==> src/verilog/ftri_pkg.sv <==
// Constants, opcodes, register offsets and state codes for the flow and
// table read instruction unit.
// Assumes a single system clock and a 10-bit program ROM word.
package ftri_pkg;

  // ---------------------------------------------------------------------
  // Widths
  // ---------------------------------------------------------------------
  localparam int unsigned PC_W   = 11;
  localparam int unsigned PTR_W  = 12;
  localparam int unsigned WORD_W = 10;
  localparam int unsigned NIB_W  = 4;
  localparam int unsigned T0_W   = 12;
  localparam int unsigned BT_W   = 8;
  localparam int unsigned RA_W   = 4;
  localparam int unsigned INC_W  = 9;

  // ---------------------------------------------------------------------
  // Reset values
  // ---------------------------------------------------------------------
  localparam logic [PC_W-1:0]  PC_RST  = 11'h000;
  localparam logic [PTR_W-1:0] PTR_RST = 12'h000;
  localparam logic [T0_W-1:0]  T0_RST  = 12'h000;
  localparam logic [BT_W-1:0]  BT_RST  = 8'h00;

  // ---------------------------------------------------------------------
  // Instruction encodings and field positions
  // ---------------------------------------------------------------------
  localparam logic [9:0] OP_TBL_RD_INC  = 10'h3C1;
  localparam logic [9:0] OP_INT_RET     = 10'h3C2;
  localparam logic [9:0] OP_PTR_JUMP    = 10'h3C3;
  localparam logic [9:0] OP_PC_CAPTURE  = 10'h3C4;
  localparam logic [9:0] OP_INT_UNMASK  = 10'h3C5;
  localparam logic [9:0] OP_PTR_INC     = 10'h3C6;
  localparam logic [9:0] OP_T0_RELOAD   = 10'h3C7;
  localparam logic [9:0] OP_BT_CLEAR    = 10'h3C8;
  localparam logic [6:0] OP_JUMP_HI     = 7'h70;
  localparam logic [6:0] OP_CALL_HI     = 7'h71;
  localparam int unsigned OP_HI_LSB     = 3;
  localparam int unsigned ACC_LSB       = 0;
  localparam int unsigned RO1_LSB       = 4;
  localparam int unsigned RO2_LSB       = 8;

  // ---------------------------------------------------------------------
  // Register port offsets
  // ---------------------------------------------------------------------
  localparam logic [RA_W-1:0] REG_ACC      = 4'h0;
  localparam logic [RA_W-1:0] REG_PAGE     = 4'h1;
  localparam logic [RA_W-1:0] REG_FLAGS    = 4'h2;
  localparam logic [RA_W-1:0] REG_PTR      = 4'h3;
  localparam logic [RA_W-1:0] REG_RO1      = 4'h4;
  localparam logic [RA_W-1:0] REG_RO2      = 4'h5;
  localparam logic [RA_W-1:0] REG_PC       = 4'h6;
  localparam logic [RA_W-1:0] REG_INT_EN   = 4'h7;
  localparam logic [RA_W-1:0] REG_T0_LATCH = 4'h8;
  localparam logic [RA_W-1:0] REG_T0_COUNT = 4'h9;
  localparam logic [RA_W-1:0] REG_BT_COUNT = 4'hA;
  localparam logic [RA_W-1:0] REG_STATE    = 4'hB;

  // ---------------------------------------------------------------------
  // Sequencer states
  // ---------------------------------------------------------------------
  typedef enum logic [4:0] {
    ST_RUN   = 5'h01,
    ST_WORD2 = 5'h02,
    ST_TABLE = 5'h04,
    ST_PINC  = 5'h08,
    ST_REDIR = 5'h10
  } ftri_state_t;

endpackage

==> src/verilog/ftri_timers.sv <==
// Timer 0 counter with its initial-value latch input, and the base timer.
// Assumes reload and clear requests arrive as one-cycle pulses on clk_i.
`timescale 1ns/1ps
`default_nettype none
module ftri_timers (
  input  wire logic                     clk_i,
  input  wire logic                     reset_n_i,
  input  wire logic                     t0_reload_i,
  input  wire logic [ftri_pkg::T0_W-1:0] t0_latch_i,
  input  wire logic                     bt_clear_i,
  output logic      [ftri_pkg::T0_W-1:0] t0_count_o,
  output logic      [ftri_pkg::BT_W-1:0] bt_count_o
);

  typedef struct packed {
    logic [ftri_pkg::T0_W-1:0] t0;
    logic [ftri_pkg::BT_W-1:0] bt;
  } ftri_tmr_t;

  ftri_tmr_t cur_ff;
  ftri_tmr_t nxt_tmr;

  // ---------------------------------------------------------------------
  // Counting
  // ---------------------------------------------------------------------
  // Both counters run freely; the instruction requests override the count.
  always_comb begin
    nxt_tmr    = cur_ff;
    nxt_tmr.t0 = cur_ff.t0 + 12'h001;
    nxt_tmr.bt = cur_ff.bt + 8'h01;
    if (t0_reload_i) begin
      nxt_tmr.t0 = t0_latch_i;
    end
    if (bt_clear_i) begin
      nxt_tmr.bt = ftri_pkg::BT_RST;
    end
  end

  always_ff @(posedge clk_i or negedge reset_n_i) begin
    if (!reset_n_i) begin
      cur_ff.t0 <= ftri_pkg::T0_RST;
      cur_ff.bt <= ftri_pkg::BT_RST;
    end else begin
      cur_ff <= nxt_tmr;
    end
  end

  assign t0_count_o = cur_ff.t0;
  assign bt_count_o = cur_ff.bt;

endmodule
`default_nettype wire

==> src/verilog/ftri_core.sv <==
// Execution unit for table reads, jumps, calls, interrupt return, pointer
// handling, interrupt unmask and timer reload/clear instructions.
// Assumes a program ROM that returns the addressed word one cycle after the
// fetch request, and an interrupt stack that presents the saved context.
`timescale 1ns/1ps
`default_nettype none
module ftri_core (
  input  wire logic                       clk_i,
  input  wire logic                       reset_n_i,
  output logic      [ftri_pkg::PC_W-1:0]   rom_addr_o,
  output logic                            rom_rd_o,
  input  wire logic [ftri_pkg::WORD_W-1:0] rom_data_i,
  input  wire logic [ftri_pkg::PC_W-1:0]   stk_pc_i,
  input  wire logic [ftri_pkg::NIB_W-1:0]  stk_acc_i,
  input  wire logic [ftri_pkg::NIB_W-1:0]  stk_page_i,
  input  wire logic                       stk_carry_i,
  input  wire logic                       stk_zero_i,
  input  wire logic [ftri_pkg::RA_W-1:0]   reg_addr_i,
  input  wire logic [ftri_pkg::PTR_W-1:0]  reg_wdata_i,
  input  wire logic                       reg_wr_i,
  input  wire logic                       reg_rd_i,
  output logic      [ftri_pkg::PTR_W-1:0]  reg_rdata_o,
  output logic                            int_enable_o
);

  typedef struct packed {
    ftri_pkg::ftri_state_t           state;
    logic                            valid;
    logic [ftri_pkg::WORD_W-1:0]     ir;
    logic [ftri_pkg::PC_W-1:0]       pc;
    logic [ftri_pkg::PC_W-1:0]       tgt;
    logic [ftri_pkg::PTR_W-1:0]      ptr;
    logic [ftri_pkg::NIB_W-1:0]      acc;
    logic [ftri_pkg::NIB_W-1:0]      ro1;
    logic [1:0]                      ro2;
    logic [ftri_pkg::NIB_W-1:0]      page;
    logic                            carry;
    logic                            zero;
    logic                            int_en;
    logic [ftri_pkg::T0_W-1:0]       t0_latch;
    logic [ftri_pkg::PTR_W-1:0]      rdata;
  } ftri_core_t;

  ftri_core_t                   cur_ff;
  ftri_core_t                   nxt_core;
  logic                         run_valid;
  logic                         t0_reload;
  logic                         bt_clear;
  logic [ftri_pkg::PC_W-1:0]    fetch_addr;
  logic                         fetch_en;
  logic [ftri_pkg::PC_W-1:0]    word2_tgt;
  logic [ftri_pkg::T0_W-1:0]    t0_count;
  logic [ftri_pkg::BT_W-1:0]    bt_count;
  logic [ftri_pkg::INC_W-1:0]   ptr_lo;

  // rom_data_i holds an instruction only in the run state after a fetch.
  assign run_valid = (cur_ff.state == ftri_pkg::ST_RUN) && cur_ff.valid;
  assign ptr_lo    = cur_ff.ptr[ftri_pkg::INC_W-1:0];

  // ---------------------------------------------------------------------
  // Sequencer and register port
  // ---------------------------------------------------------------------
  always_comb begin
    nxt_core       = cur_ff;
    nxt_core.valid = 1'b0;
    nxt_core.rdata = '0;
    fetch_en       = 1'b0;
    fetch_addr     = cur_ff.pc;
    t0_reload      = 1'b0;
    bt_clear       = 1'b0;
    word2_tgt      = {cur_ff.ir[2:0], rom_data_i[7:0]};

    // Software writes land first so that an instruction in the same cycle wins.
    if (reg_wr_i) begin
      case (reg_addr_i)
        ftri_pkg::REG_ACC:      nxt_core.acc      = reg_wdata_i[3:0];
        ftri_pkg::REG_PAGE:     nxt_core.page     = reg_wdata_i[3:0];
        ftri_pkg::REG_FLAGS:    {nxt_core.zero, nxt_core.carry} = reg_wdata_i[1:0];
        ftri_pkg::REG_PTR:      nxt_core.ptr      = reg_wdata_i;
        ftri_pkg::REG_RO1:      nxt_core.ro1      = reg_wdata_i[3:0];
        ftri_pkg::REG_RO2:      nxt_core.ro2      = reg_wdata_i[1:0];
        ftri_pkg::REG_INT_EN:   nxt_core.int_en   = reg_wdata_i[0];
        ftri_pkg::REG_T0_LATCH: nxt_core.t0_latch = reg_wdata_i;
        default: ;
      endcase
    end

    if (reg_rd_i) begin
      case (reg_addr_i)
        ftri_pkg::REG_ACC:      nxt_core.rdata = {8'h00, cur_ff.acc};
        ftri_pkg::REG_PAGE:     nxt_core.rdata = {8'h00, cur_ff.page};
        ftri_pkg::REG_FLAGS:    nxt_core.rdata = {10'h000, cur_ff.zero, cur_ff.carry};
        ftri_pkg::REG_PTR:      nxt_core.rdata = cur_ff.ptr;
        ftri_pkg::REG_RO1:      nxt_core.rdata = {8'h00, cur_ff.ro1};
        ftri_pkg::REG_RO2:      nxt_core.rdata = {10'h000, cur_ff.ro2};
        ftri_pkg::REG_PC:       nxt_core.rdata = {1'b0, cur_ff.pc};
        ftri_pkg::REG_INT_EN:   nxt_core.rdata = {11'h000, cur_ff.int_en};
        ftri_pkg::REG_T0_LATCH: nxt_core.rdata = cur_ff.t0_latch;
        ftri_pkg::REG_T0_COUNT: nxt_core.rdata = t0_count;
        ftri_pkg::REG_BT_COUNT: nxt_core.rdata = {4'h0, bt_count};
        ftri_pkg::REG_STATE:    nxt_core.rdata = {7'h00, cur_ff.state};
        default:                nxt_core.rdata = '0;
      endcase
    end

    unique case (cur_ff.state)
      ftri_pkg::ST_RUN: begin
        if (run_valid && rom_data_i == ftri_pkg::OP_TBL_RD_INC) begin
          // The sequential fetch is held; the ROM port reads the table word.
          fetch_en       = 1'b1;
          fetch_addr     = cur_ff.ptr[ftri_pkg::PC_W-1:0];
          nxt_core.state = ftri_pkg::ST_TABLE;
        end else if (run_valid && (rom_data_i[9:ftri_pkg::OP_HI_LSB] == ftri_pkg::OP_JUMP_HI ||
                                   rom_data_i[9:ftri_pkg::OP_HI_LSB] == ftri_pkg::OP_CALL_HI ||
                                   rom_data_i == ftri_pkg::OP_INT_RET)) begin
          // Fetch the operand word; it is not executed as an instruction.
          fetch_en       = 1'b1;
          nxt_core.pc    = cur_ff.pc + 11'h001;
          nxt_core.ir    = rom_data_i;
          nxt_core.state = ftri_pkg::ST_WORD2;
        end else if (run_valid && rom_data_i == ftri_pkg::OP_PTR_JUMP) begin
          nxt_core.tgt   = cur_ff.ptr[ftri_pkg::PC_W-1:0];
          nxt_core.state = ftri_pkg::ST_REDIR;
        end else if (run_valid && rom_data_i == ftri_pkg::OP_PC_CAPTURE) begin
          // The fetch counter already points one past this instruction.
          nxt_core.ptr   = {1'b0, cur_ff.pc};
          nxt_core.tgt   = cur_ff.pc;
          nxt_core.state = ftri_pkg::ST_REDIR;
        end else if (run_valid && rom_data_i == ftri_pkg::OP_PTR_INC) begin
          nxt_core.state = ftri_pkg::ST_PINC;
        end else begin
          fetch_en       = 1'b1;
          nxt_core.pc    = cur_ff.pc + 11'h001;
          nxt_core.valid = 1'b1;
          if (run_valid && rom_data_i == ftri_pkg::OP_INT_UNMASK) begin
            nxt_core.int_en = 1'b1;
          end
          if (run_valid && rom_data_i == ftri_pkg::OP_T0_RELOAD) begin
            t0_reload = 1'b1;
          end
          if (run_valid && rom_data_i == ftri_pkg::OP_BT_CLEAR) begin
            bt_clear = 1'b1;
          end
        end
      end
      ftri_pkg::ST_WORD2: begin
        if (cur_ff.ir == ftri_pkg::OP_INT_RET) begin
          word2_tgt      = stk_pc_i;
          nxt_core.acc   = stk_acc_i;
          nxt_core.page  = stk_page_i;
          nxt_core.carry = stk_carry_i;
          nxt_core.zero  = stk_zero_i;
        end else if (cur_ff.ir[9:ftri_pkg::OP_HI_LSB] == ftri_pkg::OP_CALL_HI) begin
          nxt_core.ptr = {1'b0, cur_ff.pc};
        end
        fetch_en       = 1'b1;
        fetch_addr     = word2_tgt;
        nxt_core.pc    = word2_tgt + 11'h001;
        nxt_core.valid = 1'b1;
        nxt_core.state = ftri_pkg::ST_RUN;
      end
      ftri_pkg::ST_TABLE: begin
        nxt_core.acc   = rom_data_i[ftri_pkg::ACC_LSB +: 4];
        nxt_core.ro1   = rom_data_i[ftri_pkg::RO1_LSB +: 4];
        nxt_core.ro2   = rom_data_i[ftri_pkg::RO2_LSB +: 2];
        nxt_core.ptr   = cur_ff.ptr + 12'h001;
        nxt_core.tgt   = cur_ff.pc;
        nxt_core.state = ftri_pkg::ST_REDIR;
      end
      ftri_pkg::ST_PINC: begin
        // Only the low nine bits carry; the top bits of the high nibble stay.
        nxt_core.ptr   = {cur_ff.ptr[11:9], ptr_lo + 9'h001};
        nxt_core.tgt   = cur_ff.pc;
        nxt_core.state = ftri_pkg::ST_REDIR;
      end
      ftri_pkg::ST_REDIR: begin
        fetch_en       = 1'b1;
        fetch_addr     = cur_ff.tgt;
        nxt_core.pc    = cur_ff.tgt + 11'h001;
        nxt_core.valid = 1'b1;
        nxt_core.state = ftri_pkg::ST_RUN;
      end
    endcase
  end

  always_ff @(posedge clk_i or negedge reset_n_i) begin
    if (!reset_n_i) begin
      cur_ff <= '{state: ftri_pkg::ST_RUN, pc: ftri_pkg::PC_RST, tgt: ftri_pkg::PC_RST,
                  ptr: ftri_pkg::PTR_RST, t0_latch: ftri_pkg::T0_RST, default: '0};
    end else begin
      cur_ff <= nxt_core;
    end
  end

  assign rom_addr_o   = fetch_addr;
  assign rom_rd_o     = fetch_en;
  assign reg_rdata_o  = cur_ff.rdata;
  assign int_enable_o = cur_ff.int_en;

  // ---------------------------------------------------------------------
  // Timers
  // ---------------------------------------------------------------------
  ftri_timers u_timers (
    .clk_i       (clk_i),
    .reset_n_i   (reset_n_i),
    .t0_reload_i (t0_reload),
    .t0_latch_i  (cur_ff.t0_latch),
    .bt_clear_i  (bt_clear),
    .t0_count_o  (t0_count),
    .bt_count_o  (bt_count)
  );
endmodule
`default_nettype wire

==> config.mk <==
export PLATFORM = sky130hd
export DESIGN_NAME = ftri_core
export DESIGN_NICKNAME = d
export VERILOG_FILES = /design/src/verilog/ftri_pkg.sv /design/src/verilog/ftri_timers.sv /design/src/verilog/ftri_core.sv
export SDC_FILE = /design/constraint.sdc
export NUM_CORES = 1
export LEC_CHECK = 0
export ABC_AREA = 1
export BUFFER_PORTS_ARGS = -buffer_cell sky130_fd_sc_hd__buf_2
export CAP_MARGIN = 10
export CORE_MARGIN = 2
export CORE_UTILIZATION = 40
export DETAILED_ROUTE_END_ITERATION = 7
export MAX_ROUTING_LAYER = met4
export PLACE_DENSITY = 0.58
export SYNTH_ARGS = -nofsm -noshare
export SYNTH_HDL_FRONTEND = slang
export SYNTH_HIERARCHICAL = 1
export SYNTH_SLANG_ARGS = --single-unit
export TNS_END_PERCENT = 5
==> constraint.sdc <==
create_clock -name clk_i -period 4.2 [get_ports clk_i]
set_input_delay 0.42 -clock clk_i [delete_from_list [all_inputs] [get_ports clk_i]]
set_output_delay 0.42 -clock clk_i [all_outputs]
set_load 0.01 [all_outputs]
Word level (Yosys, flattened, before mapping)

Index checks and enable logic that the tools add are counted.
W data, S select, Z words.

Reductions and logical operators: 25
Mux-type cells: 72
Equal/unequal tests: 35
Add/sub/neg operators: 7
Bitwise operators: 1

Operator list:

| operator                | number |
|---|---|
| $pmux W12 S12           | 1 |
| $eq A10 B10 Y1 const B  | 9 |
| $mux W11                | 8 |
| $mux W12                | 7 |
| $pmux W11 S3            | 2 |
| $pmux W12 S4            | 1 |
| $mux W23                | 2 |
| $mux W45                | 1 |
| $mux W41                | 1 |
| $add A11 B1 Y11 const B | 3 |
| $mux W1                 | 28 |
| $mux W5                 | 5 |
| $add A12 B1 Y12 const B | 2 |
| $pmux W11 S2            | 1 |
| $eq A7 B7 Y1 const B    | 3 |
| $mux W6                 | 3 |
| $eq A4 B3 Y1 const B    | 4 |
| $eq A4 B4 Y1 const B    | 4 |
| $mux W4                 | 4 |
| $pmux W5 S3             | 1 |
| $mux W10                | 1 |
| $add A9 B1 Y9 const B   | 1 |
| $logic_and A1 B1 Y1     | 9 |
| $ne A3 B3 Y1 const B    | 3 |
| other kinds (25)        | 36 |

Logic and storage cells: 158
Register bits after elaboration: 111
Input port bits: 51
Output and inout bits: 25

Logic depth before layout (Yosys ltp)

Word-level depth: 11
Mapped depth: 14
Depth with buffers taken out: 14

By module

Netlist, hierarchy kept.

By module, submodules not included:

| module      | cells each | instances | area each (µm²) | seq. area each (µm²) |
|---|---|---|---|---|
| ftri_core   | 858        | 1         | 6,197.2         | 2,278.4 |
| ftri_timers | 133        | 1         | 1,038.5         | 500.5 |

Worst setup path after synthesis

Ideal clock, no wire load.

Path kind: register -> register
Start point: reg cur_ff[80] (netlist name)
End point: reg cur_ff[70] (netlist name)
Buffers on the path: 0
Library setup time: 0.127 ns
Stages on the path, launching flop included: 14
Clock period less this slack: 2.053 ns
Slack: 2.147 ns
Arrival: 1.926 ns
Data required time: 4.073 ns
Path through: dfrtp_1 > inv_1 > nand2_2 > nor2_8 > nand3_4 > nand2_1 > o21ai_1 > o21ai_2 > ha_1 > nand2_1 > nor2_2 > nand2_1 > o211ai_1 > a21oi_1

Word-level cells in the longest chain between the ends: 5

RTL lines:

| item                     | RTL line         | source |
|---|---|---|
| start: declaration       | ftri_core.sv:44  | `ftri_core_t cur_ff;` |
| start signal: assignment | ftri_core.sv:188 | `cur_ff <= '{state: ftri_pkg::ST_RUN, pc: ftri_pkg::PC_RST, tgt: ftri_pkg::PC_RST,` |
| start signal: assignment | ftri_core.sv:191 | `cur_ff <= nxt_core;` |
| $eq A10 B10 Y1           | ftri_core.sv:147 | `if (cur_ff.ir == ftri_pkg::OP_INT_RET) begin` |
| $mux W11                 | ftri_core.sv:147 |  |
| $mux W11                 | ftri_core.sv:106 | `unique case (cur_ff.state)` |
| $add A11 B1 Y11          | ftri_core.sv:158 | `nxt_core.pc = word2_tgt + 11'h001;` |
| $pmux W11 S3             | ftri_core.sv:106 |  |

No other way between the ends. The select of a mux whose other input is x is not followed.
A chain may end at the register's enable or synchronous reset.

Worst setup path after layout

Start point: reg cur_ff[86] (netlist name)
End point: out rom_addr_o[7] (netlist name)

Word-level cells in the longest chain between the ends: 5
Elaborated cells between the ends (all ways): 7
Those cells by class: eq/ne: 3; mux: 2; reduce/logical: 2

RTL lines:

| item                | RTL line                          | source |
|---|---|---|
| $eq A5 B1 Y1        | ftri_core.sv:57, ftri_core.sv:106 |  |
| $logic_and A1 B1 Y1 | ftri_core.sv:57                   | `assign run_valid = (cur_ff.state == ftri_pkg::ST_RUN) && cur_ff.valid;` |
| $logic_and A1 B1 Y1 | ftri_core.sv:108                  | `if (run_valid && rom_data_i == ftri_pkg::OP_TBL_RD_INC) begin` |
| $mux W11            | ftri_core.sv:108                  |  |
| $pmux W11 S3 (*)    | ftri_core.sv:106                  |  |
| end: declaration    | ftri_core.sv:10                   | `output logic [ftri_pkg::PC_W-1:0] rom_addr_o,` |

Mark *: on every way between the ends. The rest lies on a longest branch, timed or not.

==> flow_metrics.env <==
export IMPL_hp_class="in -> async"
export IMPL_synthFlopType="dfrtp_1"
export IMPL_avgSynthCellArea_sq_um=7.30
export IMPL_rr_startpoint="cur_ff[87]"
export IMPL_synthTopCellsByArea="dfrtp_1, nand2_1, inv_1, nand3_1, o21ai_0"
export IMPL_synthTopCellsByCount="nand2_1, inv_1, dfrtp_1, nor2_1, nand3_1"
export IMPL_final_net_count=1102
export IMPL_start_util=0.406
export IMPL_diodes=0
export IMPL_place_area_sq_um=7710
export IMPL_holdWs_ps=167
export IMPL_path_max_fanout=17
export IMPL_start_kind="flip-flop"
export IMPL_clk_pin_slew_ps=80
export IMPL_ios=76
export IMPL_cts_htree_levels=3
export IMPL_fin_util=0.449
export IMPL_place_inst=1264
export IMPL_synth_seq_cells=111
export IMPL_synth_nets=1047
export IMPL_hold_buffers=0
export IMPL_maxSlewViolCount=0
export IMPL_wl_mm=23.3
export IMPL_postCtsSetupBuffers=0
export IMPL_clockBufferDepth=2
export IMPL_cts_buffers=9
export IMPL_p_per_area_nw_per_um2=555
export IMPL_grt_pass1_vias=6775
export IMPL_grt_total_usage=0.253
export IMPL_crit_type="reg -> out"
export IMPL_fin_cells=1280
export IMPL_fin_area_sq_um=8020
export IMPL_ir_drop_uv=299
export IMPL_use_met3=0.0371
export IMPL_vias=7044
export IMPL_synth_most_common_cell="nand2_1"
export IMPL_finalHoldViolCount=0
export IMPL_grt_overflow_total=0
export IMPL_finalCritPeriodShare=0.726
export IMPL_wl_per_cell_um=18.2
export IMPL_timing_setup_tns_ps=0
export IMPL_grt_pass1_wl_mm=37.3
export IMPL_synth_edf_count=0
export IMPL_fillers=1886
export IMPL_top_usage_layer="met2"
export IMPL_netlist_area_sq_um=7240
export IMPL_drt_pass1_iter_count=5
export IMPL_cts_sinks=111
export IMPL_die_area_sq_um=19200
export IMPL_syn_inst=991
export IMPL_cts_root_buf="clkbuf_16"
export IMPL_die_w_um=138
export IMPL_rsz0062_at_grt="no"
export IMPL_area_delta_synth_final_pct=10.8
export IMPL_critPathCaptureType="primary output"
export IMPL_port_buffers=75
export IMPL_cts_resized=0
export IMPL_clk_latency_ps=360
export IMPL_grt_use_met1=0.341
export IMPL_r2r_slack_ps=1580
export IMPL_synth_top_cell_area_share=0.380
export IMPL_ant_nets=0
export IMPL_async_flop_share=1.00
export IMPL_cp_required_ps=3780
export IMPL_drive_above_1_share=0.147
export IMPL_period_needed_ps=3050
export IMPL_finClkSkew_ps=8.42
export IMPL_critPathArrivalTime_ps=2630
export IMPL_outcome="completed"
export IMPL_vias_per_cell=5.50
export IMPL_startpoint="cur_ff[86]"
export IMPL_cts_tree="built"
export IMPL_setup_violations_final=0
export IMPL_antenna_found_initial=0
export IMPL_core_sq_um=17800
export IMPL_hpwlAfterDp_mm=18.0
export IMPL_ys_types=53
export IMPL_max_freq_mhz=328
export IMPL_grt_use_met2=0.397
export IMPL_slew_headroom=0.351
export IMPL_first_iter_violations=649
export IMPL_dieHeight_um=138
export IMPL_drc=0
export IMPL_fp_row_count=49
export IMPL_worstMarginPinSlew_ps=966
export IMPL_p_leak_nw=3.84
export IMPL_yosys_area_top_type="dfrtp_1"
export IMPL_grt_max_degree=64
export IMPL_yosysSeqAreaShare=0.384
export IMPL_ys_warn_count=6
export IMPL_drv_cap=0
export IMPL_place_congestion=0.931
## worst paths after layout
check                                 to  cells after the start
max in group asynchronous     cur_ff[86]                      2
min in group clk_i            cur_ff[31]                      3
setup / recovery           rom_addr_o[7]                      7
setup reg to reg              cur_ff[70]                     11
hold / removal                cur_ff[28]                      1
hold reg to reg               cur_ff[84]                      1
## worst max-delay path, cell delays in order, from the launching register on
cell and delay, ps:
dfstp_2 580, nor2_2 70, nand3_2 300, inv_4 140, nor2_8 210, nand2_1 390
o2111ai_1 380, buf_2 180
## per-layer routing
layer / part of all wire / vias to the layer above
li1: - / 3441
met1: 0.45 / 3301
met2: 0.46 / 267
met3: 0.060 / 35
met4: 0.024 / 0
met5: 0 / -
## final cells by class
cell class,count,area (sq um),area share
repair buffers,78,400,0.0499
multi-input cells,716,3750,0.467
well taps,229,287,0.0357
clock inverters,5,67.6,0.00843
clock buffers,11,243,0.0303
flip-flops and latches,111,2780,0.347
inverters,130,495,0.0618
## logic make-up (layout without fill, tap and decap cells)
kind of cell	after synthesis	after routing	synth area share
buf+inv	164	224	0.0982
flops	111	111	0.384
mux	8	8	0.0123
simple gates	493	493	0.311
xor+xnor	4	4	0.00484
fa+ha+maj	5	5	0.00865
compound gates	206	206	0.181
## placed cells by master, fill, tap and decap left out, types with 10 or more instances in the layout
cell type and instances:
o221ai_1 11, o211ai_1 21, dfrtp_1 110, a31oi_1 20
a21oi_1 28, nor2_1 99, o21ai_0 75, o2111ai_1 10
nand3_1 84, nor3_1 12, nand4_1 10, a221oi_1 12
buf_2 74, nand2_1 240, inv_1 118
## stage by stage
step                      power (mW)  setup WS [ps]
after floorplan                 2.92           2150
after global placement          3.50           1520
after detailed placement        3.50           1450
after CTS                       4.44           1130
after global routing            4.76           1000
final                           4.45           1150
## state kept, by name, summed over array words and instances, names as in the netlist
signal               count
cur_ff                  78
int_enable_o             1
reg_rdata_o             12
u_timers/bt_count_o      8
u_timers/t0_count_o     12
## report_power, final
group	switching, mW	leakage [nW]	internal [mW]
clock network	0.436	0.152	0.488
logic	1.16	2.31	0.608
registers	0.374	1.38	1.39
total	1.97	3.84	2.48
No activity file was read; power rests on OpenSTA's default activity.
